[src/rtl/alt_cfg.svh]
/*
 Constants of the low alarm limit bank: register addresses, field masks,
 reset values and serial frame counts.
 Assumes inclusion by the package and the design modules only.
*/
`ifndef ALT_CFG_SVH
`define ALT_CFG_SVH

`define ALT_ADDR_W 7
`define ALT_ADDR_CH0_UPPER 7'h18
`define ALT_ADDR_CH0_LOWER 7'h19
`define ALT_ADDR_READBACK 7'h3F
`define ALT_CH_STRIDE 7'h05
`define ALT_NUM_CH 8
`define ALT_LIMIT_RESET 8'h00
`define ALT_READBACK_RESET 16'h0000
`define ALT_LOWER_WR_MASK 8'hFC
`define ALT_CMD_BITS 16
`define ALT_CMD_LAST_BIT 4'hF
`define ALT_REPLY_FALL 5'h0F
`define ALT_FALL_MAX 5'h1F

`endif

[src/rtl/alt_pkg.sv]
/*
 Types of the low alarm limit bank: serial pin group, command word
 layout and serial frame states.
 Assumes the constants header is on the include path.
*/
`include "alt_cfg.svh"

package alt_pkg;
	typedef struct packed {
		logic sclk;
		logic csN;
		logic sdi;
	} alt_pins_t;

	typedef struct packed {
		logic [`ALT_ADDR_W-1:0] addr;
		logic wr;
		logic [7:0] data;
	} alt_cmd_t;

	typedef enum logic [1:0] {
		FR_IDLE = 2'b00,
		FR_CMD = 2'b01,
		FR_REPLY = 2'b11
	} alt_frame_t;

	typedef enum logic [1:0] {
		SRC_NONE = 2'b00,
		SRC_LIMIT = 2'b01,
		SRC_READBACK = 2'b10
	} alt_src_t;
endpackage

[src/rtl/alt_low_threshold_regs.sv]
/*
 Low alarm limit registers and command read-back behind a serial host port.
 Frame: chip select low, 16 command bits sampled on SCLK rising edges,
 {addr[6:0], wr, data[7:0]} MSB first; reply shifted out on falling edges.
 Assumes SCLK, CS and SDI synchronous to clk_sys, each SCLK level lasting
 at least two clk_sys cycles.
*/
// Overview of operation
// - Per channel read/write upper limit byte
// - Lower register bits 7-2 hold limit low bits
// - Lower register bits 1-0 read as zero
// - Channel zero upper byte at 18h
// - Channel zero lower register at 19h
// - Read-only command read-back register at 3Fh
// - Read-back returns upper byte of the previous complete 16-bit command
// - Reply starts at 16th falling edge, MSB first
// - Content in first eight bits, then zeros
`timescale 1ns/10ps
`include "alt_cfg.svh"

module alt_low_threshold_regs import alt_pkg::*; #(
	parameter int NUM_CH = `ALT_NUM_CH
) (
	input wire logic clk_sys,
	input wire logic rstn,
	input alt_pins_t pins,
	output logic sdo,
	output logic [15:0] lastCmd
);
	localparam int MW = $clog2(2 * NUM_CH);

	alt_frame_t frame_ff;
	logic sclkPrev_ff;
	logic [3:0] riseCnt_ff;
	logic [4:0] fallCnt_ff;
	logic [14:0] shiftIn_ff;
	logic [15:0] prevCmd_ff;
	logic [7:0] rbByte_ff;
	alt_src_t src_ff;
	logic [15:0] outSr_ff;
	logic sclkRise;
	logic sclkFall;
	logic cmdDone;
	alt_cmd_t cmdWord;
	logic [MW:0] slot;
	logic [MW-1:0] memAddr;
	logic [MW-1:0] rdSlot_ff;
	logic [7:0] memRd;
	logic memWrEn;
	logic [7:0] memWrData;
	logic [7:0] replyByte;

	// Maps an address to {hit, byte slot}; slot LSB set for the lower register
	function automatic logic [MW:0] limitSlot(input logic [`ALT_ADDR_W-1:0] addr);
		logic [`ALT_ADDR_W-1:0] off;
		logic [`ALT_ADDR_W-1:0] ch;
		logic [`ALT_ADDR_W-1:0] sub;
		logic hit;
		off = addr - `ALT_ADDR_CH0_UPPER;
		ch = off / `ALT_CH_STRIDE;
		sub = off % `ALT_CH_STRIDE;
		hit = (addr >= `ALT_ADDR_CH0_UPPER) && (32'(ch) < NUM_CH)
			&& (sub <= (`ALT_ADDR_CH0_LOWER - `ALT_ADDR_CH0_UPPER));
		limitSlot = {hit, MW'({ch, sub[0]})};
	endfunction

	assign sclkRise = pins.sclk && !sclkPrev_ff;
	assign sclkFall = !pins.sclk && sclkPrev_ff;
	assign cmdDone = (frame_ff == FR_CMD) && sclkRise && (riseCnt_ff == `ALT_CMD_LAST_BIT);
	assign cmdWord = {shiftIn_ff, pins.sdi};
	assign slot = limitSlot(cmdWord.addr);
	assign memAddr = slot[MW-1:0];

	// Upper bytes take all bits, lower registers keep bits 1-0 at zero
	assign memWrEn = cmdDone && cmdWord.wr && slot[MW];
	assign memWrData = slot[0] ? (cmdWord.data & `ALT_LOWER_WR_MASK)
		: cmdWord.data;

	alt_reg_mem #(
		.DEPTH(2 * NUM_CH),
		.AW(MW),
		.DW(8)
	) u_mem (
		.clk_sys(clk_sys),
		.rstn(rstn),
		.wrEn(memWrEn),
		.wrAddr(memAddr),
		.wrData(memWrData),
		.rdAddr(rdSlot_ff),
		.rdData(memRd)
	);

	// Hold the read slot: the command shifter moves on after the 16th rise
	always_ff @(posedge clk_sys) begin
		if (!rstn) begin
			rdSlot_ff <= '0;
		end else if (cmdDone) begin
			rdSlot_ff <= memAddr;
		end
	end

	always_ff @(posedge clk_sys) begin
		if (!rstn) begin
			sclkPrev_ff <= 1'b0;
		end else begin
			sclkPrev_ff <= pins.sclk;
		end
	end

	// Frame sequencing; chip select high aborts any frame
	always_ff @(posedge clk_sys) begin
		if (!rstn) begin
			frame_ff <= FR_IDLE;
			riseCnt_ff <= 4'h0;
			shiftIn_ff <= '0;
		end else if (pins.csN) begin
			frame_ff <= FR_IDLE;
			riseCnt_ff <= 4'h0;
		end else begin
			unique case (frame_ff)
				FR_IDLE: begin
					frame_ff <= FR_CMD;
				end
				FR_CMD: begin
					if (sclkRise) begin
						shiftIn_ff <= cmdWord[14:0];
						riseCnt_ff <= riseCnt_ff + 4'h1;
					end
					if (cmdDone) begin
						frame_ff <= FR_REPLY;
					end
				end
				FR_REPLY: begin
					frame_ff <= FR_REPLY;
				end
			endcase
		end
	end

	// Command history; read-back captures the upper byte of the word before this one
	always_ff @(posedge clk_sys) begin
		if (!rstn) begin
			prevCmd_ff <= `ALT_READBACK_RESET;
			rbByte_ff <= 8'h00;
			src_ff <= SRC_NONE;
		end else if (cmdDone) begin
			prevCmd_ff <= cmdWord;
			rbByte_ff <= prevCmd_ff[15:8];
			if (cmdWord.wr) begin
				src_ff <= SRC_NONE;
			end else if (cmdWord.addr == `ALT_ADDR_READBACK) begin
				src_ff <= SRC_READBACK;
			end else if (slot[MW]) begin
				src_ff <= SRC_LIMIT;
			end else begin
				src_ff <= SRC_NONE;
			end
		end
	end

	always_ff @(posedge clk_sys) begin
		if (!rstn) begin
			lastCmd <= `ALT_READBACK_RESET;
		end else begin
			lastCmd <= prevCmd_ff;
		end
	end

	always_comb begin
		unique case (src_ff)
			SRC_LIMIT: replyByte = memRd;
			SRC_READBACK: replyByte = rbByte_ff;
			default: replyByte = 8'h00;
		endcase
	end

	// Reply shifter: loads at the 16th falling edge, zeros after eight bits
	always_ff @(posedge clk_sys) begin
		if (!rstn) begin
			fallCnt_ff <= 5'h00;
			outSr_ff <= 16'h0000;
			sdo <= 1'b0;
		end else if (pins.csN) begin
			fallCnt_ff <= 5'h00;
			outSr_ff <= 16'h0000;
			sdo <= 1'b0;
		end else if (sclkFall && frame_ff != FR_IDLE) begin
			if (fallCnt_ff != `ALT_FALL_MAX) begin
				fallCnt_ff <= fallCnt_ff + 5'h01;
			end
			if (frame_ff == FR_REPLY && fallCnt_ff == `ALT_REPLY_FALL) begin
				sdo <= replyByte[7];
				outSr_ff <= {replyByte[6:0], 9'h000};
			end else begin
				sdo <= outSr_ff[15];
				outSr_ff <= {outSr_ff[14:0], 1'b0};
			end
		end
	end
endmodule

[src/rtl/alt_reg_mem.sv]
/*
 Small byte memory holding the low alarm limit bytes, two per channel.
 Read data come out of a register one cycle after the address.
 Assumes a single clock and a synchronous active-low reset.
*/
`timescale 1ns/10ps
`include "alt_cfg.svh"

module alt_reg_mem #(
	parameter int DEPTH = 16,
	parameter int AW = 4,
	parameter int DW = 8
) (
	input wire logic clk_sys,
	input wire logic rstn,
	input wire logic wrEn,
	input wire logic [AW-1:0] wrAddr,
	input wire logic [DW-1:0] wrData,
	input wire logic [AW-1:0] rdAddr,
	output logic [DW-1:0] rdData
);
	logic [DW-1:0] mem_ff [DEPTH];

	always_ff @(posedge clk_sys) begin
		if (!rstn) begin
			for (int i = 0; i < DEPTH; i++) begin
				mem_ff[i] <= DW'(`ALT_LIMIT_RESET);
			end
		end else if (wrEn) begin
			mem_ff[wrAddr] <= wrData;
		end
	end

	always_ff @(posedge clk_sys) begin
		if (!rstn) begin
			rdData <= '0;
		end else begin
			rdData <= mem_ff[rdAddr];
		end
	end
endmodule

[config.mk]
export PLATFORM = sky130hd
export DESIGN_NAME = alt_low_threshold_regs
export DESIGN_NICKNAME = d
export VERILOG_FILES = /design/src/rtl/alt_pkg.sv /design/src/rtl/alt_low_threshold_regs.sv /design/src/rtl/alt_reg_mem.sv
export VERILOG_INCLUDE_DIRS = /design/src /design/src/rtl
export SDC_FILE = /design/constraint.sdc
export NUM_CORES = 1
export LEC_CHECK = 0
export BUFFER_PORTS_ARGS = -buffer_cell sky130_fd_sc_hd__buf_2
export CORE_UTILIZATION = 40
export CTS_BUF_LIST = sky130_fd_sc_hd__clkbuf_8
export CTS_CLUSTER_SIZE = 30
export DETAILED_ROUTE_END_ITERATION = 16
export GPL_TIMING_DRIVEN = 0
export PLACE_DENSITY = 0.66
export RECOVER_POWER = 100
export SETUP_SLACK_MARGIN = 0.3
export SLEW_MARGIN = 20
export SYNTH_ARGS = -nofsm -noshare
export SYNTH_HDL_FRONTEND = slang
export SYNTH_SLANG_ARGS = --single-unit
[constraint.sdc]
create_clock -name clk_sys -period 6.8 [get_ports clk_sys]
set_input_delay 0 -clock clk_sys [delete_from_list [all_inputs] [get_ports clk_sys]]
set_output_delay 0 -clock clk_sys [all_outputs]
set_load 0.1 [all_outputs]
Word-level counts from Yosys, hierarchy flattened
Memory sizes are Yosys's and may differ from the RTL's. A register that Yosys moved wholly into a read port is not among the register bits.
Index checks and enable logic that the tools add are counted.

storage, ports and cells
  word-level logic and storage cells = 68
  register bits after elaboration = 90
  bits in latches = 0
  memories = 1
  bits in writable memories = 128
  output and inout port bits = 17
  ROM bits = 0

cells by class
  $mul = 0
  eq/ne operators = 9
  order comparisons = 3
  shift operators = 0
  divide/modulo/power cells = 2
  bitwise gates (word level) = 2
  reduce and logical (&&, ||, !) cells = 20
  mux-type cells = 16
  add/sub/neg operators = 3

memory list
  memory        words  bits a word  read ports  clocked after memory_dff  wr ports  RTL line           source
  u_mem.mem_ff  16     8            1           1                         16        alt_reg_mem.sv:22  logic [DW-1:0] mem_ff [DEPTH];

operators with widths
  operator             count
  $mux 16              1
  $pmux 8 s2           1
  $logic_and 1x1->1    10
  $mux 2               4
  $mux 8               1
  $reduce_or 8->1      1
  $div 7x3->7 const B  1
  $eq 7x6->1 const B   1
  $ge 7x5->1 const B   1
  $le 7x1->1 const B   1
  $lt 7x4->1 const B   1
  $mod 7x3->7 const B  1
  $mux 1               7
  $sub 7x5->7 const B  1
  $pmux 2 s3           1
  $add 5x1->5 const B  1
  $eq 5x4->1 const B   1
  $ne 5x5->1 const B   1
  $add 4x1->4 const B  1
  $eq 2x1->1 const B   2
  $eq 2x2->1 const B   2
  $eq 4x4->1 const B   1
  $mux 4               1
  $reduce_and 2->1     2
  7 further kinds      10

Longest topological paths before layout
  word-level depth = 11
  mapped depth = 21

Modules after synthesis
A second synthesis with hierarchy kept.

second synthesis, totals
  cell total of the unflattened synthesis = 947
  area, all modules = 10,266.1 µm²

modules (own cells, without submodules)
  module                  seq. area each (µm²)  cells each  times used  area each (µm²)
  alt_reg_mem             4,003.8               451         1           6,200.9
  alt_low_threshold_regs  1,621.6               496         1           4,065.1

Worst setup path after synthesis
OpenSTA, ideal clock, no wires.

  path kind = register -> register
  start point = register shiftIn_ff[11]
  end point = memory u_mem.mem_ff[13][0], enable pin
  setup slack = 1.869 ns
  period minus slack after synthesis = 4.931 ns
  arrival time = 4.547 ns
  cell stages (with the launch flop) = 20
  cell sequence = dfxtp_1 buf_4 clkinv_1 ha_1 or2_2 clkbuf_1 o21ai_0 o21a_1 or3_1 a211o_1 nand3_1 or3_4 nor3_4 nand2_1 inv_1 ha_1 and2_1 buf_1 o211ai_2 o21ai_0

RTL lines
  element                 RTL line                       source
  from (decl)             alt_low_threshold_regs.sv:36   logic [14:0] shiftIn_ff;
  from (signal assigned)  alt_low_threshold_regs.sv:126  shiftIn_ff <= cmdWord[14:0];
  to (decl)               alt_reg_mem.sv:22

==> impl_metrics.csv <==
group,metric,value,unit
pwr,share_comb_of_total_power,2.9,%
timing,max_freq,0.162,GHz
hold_path,hp-class,"in -> reg",
worst_setup_path,cpMaxStageDelayCell,"o41ai_2",
layout,fin_nets,1035,
grt,gr-usage-all-layers,22.4,%
logic_synthesis,syn_inst,945,
worst_setup_path,cp_top_family,"compound AO/OA/AOI/OAI gates",
place,gp_congestion,0.944,
route,drtPass1Iterations,6,
worst_setup_path,crit_path_end_kind,"flop",
die,fp.dieW,165,um
logic_synthesis,synth_area,10700,um^2
layout,final_common_cell,"nand2_1",
pwr,pwr-share-seq,54.8,%
die,start_util,40.9,%
timing,worstMarginPinSlew,1200,ps
route,detail-route-antenna-nets,0,
clocking,cts_sinks,217,
clocking,post_cts_resized,0,
layout,stdcell_count,1376,
pwr,p_int,0.00205,W
grt,grt_pass1_vias,7852,
die,die_y,165,um
timing,finalCriticalPeriod,6170,ps
timing,rsz0062_at_grt,"no",
timing,fin_tns_setup,0,ps
die,coreArea,26100,um^2
layout,area_growth,11.4,%
clocking,cts-root-buf,"clkbuf_8",
pwr,clock_power_share,42.3,%
worst_setup_path,slowest_delay,1060,ps
die,pin_count,22,
route,routed_wl,29100,um
logic_synthesis,ys.flop_type,"edfxtp_1",
place,dp_cells,1308,
die,rows,59,
route,drc_errors,0,
timing,post-route-period-util,90.7,%
timing,setup_ws,629,ps
logic_synthesis,ys_ff_latch,217,
pwr,switching_share,22.2,%
place,detailedPlacementHpwl,20500,um
pwr,peakVddDrop,0.0936,mV
worst_setup_path,worstSetupStartpointType,"flop",
worst_setup_path,crit_arrival,6310,ps
clocking,insertion_delay,540,ps
grt,grt_max_degree,11,
route,vias,8095,
worst_setup_path,crit_path_max_fanout,10,
logic_synthesis,syn_avg_cell_area,11.3,um^2
route,post_drt_wl_per_cell,21.2,um
logic_synthesis,async_flop_share,0,%
worst_setup_path,path_cells,"buf_4 > clkinv_1 > ha_1 > nor3b_1 > mux2_2 > mux2i_1 > nand2_1 > o311ai_1 > o22a_1 > xnor2_1 > ha_1 > o311a_1 > mux2_1 > o211ai_1 > buf_6 > o41ai_2",
die,die_area,27400,um^2
clocking,cts_made_buffers,37,
layout,drive_gt1_share,14.5,%
logic_synthesis,ys.warnings.count,0,
logic_synthesis,synth_nets,965,
pwr,netSwitchingPower,0.000586,W
layout,most-common-layout-cells,"nand2_1, edfxtp_1, clkbuf_1, dfxtp_1, nor3_1",
outcome,status,"finished, final reports clean",
timing,finalHoldViolCount,0,
layout,antenna_cells,0,
timing,timing.hold.ws,150,ps
layout,post-route-util,45.5,%
clocking,clk_pin_slew,60,ps
logic_synthesis,synth_cell_types,79,
timing,max_slew_margin,18.9,%
grt,antenna_found_initial,0,
logic_synthesis,synth-edff-count,128,
route,routed_via_density,5.88,
pwr,power.density,221,nW/um^2
pwr,power.leakage,3.67,nW
clocking,cts_buffer_depth,3,
grt,grt_pass1_wl,45900,um
clocking,cts_max_level,2,
place,port_buffers,21,
timing,report.final.slew_viol_count,0,
logic_synthesis,seq_area_frac_synth,52.6,%
timing,setup_viol,0,
route,drt_iter0_markers,891,
worst_setup_path,cp_data_required_time,6940,ps
clocking,cts_tree,"built",
place,place_ws,943,ps
grt,overflow,0,
worst_setup_path,crit_top_cell,"ha_1",
timing,clock-skew-final,28.5,ps
run,cap_violations,0,
worst_setup_path,crit_type,"reg -> reg",
worst_setup_path,critPathBufInv,3,
==> cell type report <==
cell class / count / area, um^2
buffer: 95 / 399
clock buffer: 44 / 606
clock inverter: 21 / 92.6
fill: 2493 / 14200
inverter: 17 / 63.8
multi-input combinational: 616 / 4550
sequential: 217 / 5630
tap: 335 / 419
timing repair buffer: 31 / 148
==> tightest hold or removal path: cells and delay by family <==
family,cells,cell delay [ps]
buffers and inverters,2,460
AOI/OAI and AO/OA,1,160
==> per-layer routing <==
metal	wire (um)	track usage, %
met5	0	0
met3	2440	4.47
met4	1140	9.50
met1	12200	29.9
met2	13400	35.2
==> stage by stage <==
step,total power (W),area (um^2)
2_1_floorplan,0.00151,10700
3_3_place_gp,0.00154,11200
3_5_place_dp,0.00155,11300
4_1_cts,0.00265,12000
5_1_grt,0.00272,11900
6_report,0.00263,11900
==> synth_stat cells, types with 9 or more instances <==
library cell | count | area (um^2)
a21boi_0 | 40 | 300
and2_1 | 29 | 181
nor3_1 | 67 | 335
dfxtp_1 | 89 | 1780
inv_1 | 16 | 60.1
edfxtp_1 | 128 | 3840
nor2_1 | 34 | 128
ha_1 | 15 | 188
buf_1 | 9 | 33.8
nand2_1 | 138 | 518
mux4_2 | 40 | 901
a22oi_1 | 9 | 67.6
clkbuf_1 | 58 | 218
buf_4 | 11 | 82.6
nand3_1 | 19 | 95.1
nor4_1 | 64 | 400
a21oi_1 | 10 | 50.1
o21ai_0 | 18 | 90.1
==> registers in the layout, summed over array words and instances, names as in the netlist <==
register / count
src_ff: 2
rbByte_ff: 8
fallCnt_ff: 5
u_mem.mem_ff: 128
prevCmd_ff: 16
sclkPrev_ff: 1
riseCnt_ff: 4
sdo: 1
frame_ff: 2
shiftIn_ff: 15
outSr_ff: 7
lastCmd: 16
u_mem.rdData: 8
rdSlot_ff: 4
==> cell families (layout without fill, tap and decap cells) <==
group / after synthesis / after routing / share of synthesized area, %
compound gates: 145 / 145 / 11.2
xor+xnor: 14 / 14 / 1.36
buf+inv: 112 / 208 / 4.75
flops: 217 / 217 / 52.6
mux: 50 / 50 / 9.47
simple gates: 392 / 392 / 18.8
fa+ha+maj: 15 / 15 / 1.76
==> timing repair <==
item | CTS | global route
endpoints found under the hold margin | 12 | 0
setup endpoints to repair | 0 | 0
hold buffers | 3 | 0
setup buffers | 0 | 0
==> power groups by stage <==
stage | Clock [W] | Combinational, W | Sequential (W)
final | 0.00111 | 0.0000773 | 0.00144
after global routing | 0.00119 | 0.0000825 | 0.00145
after CTS | 0.00113 | 0.0000778 | 0.00144
after detailed placement | 0 | 0.0000762 | 0.00147
after global placement | 0 | 0.0000711 | 0.00147
after floorplan | 0 | 0.0000463 | 0.00147
==> path summary, 6_finish.rpt <==
path                       start                 end  slack, ps  cells past startpoint
hold / removal              rstn        rbByte_ff[4]        150                      3
setup reg to reg  shiftIn_ff[11]  u_mem.mem_ff[0][5]        630                     16
hold reg to reg    prevCmd_ff[2]       prevCmd_ff[2]        460                      2
setup / recovery  shiftIn_ff[11]  u_mem.mem_ff[0][5]        630                     16
Note: power is estimated with default switching activity, not from simulation.
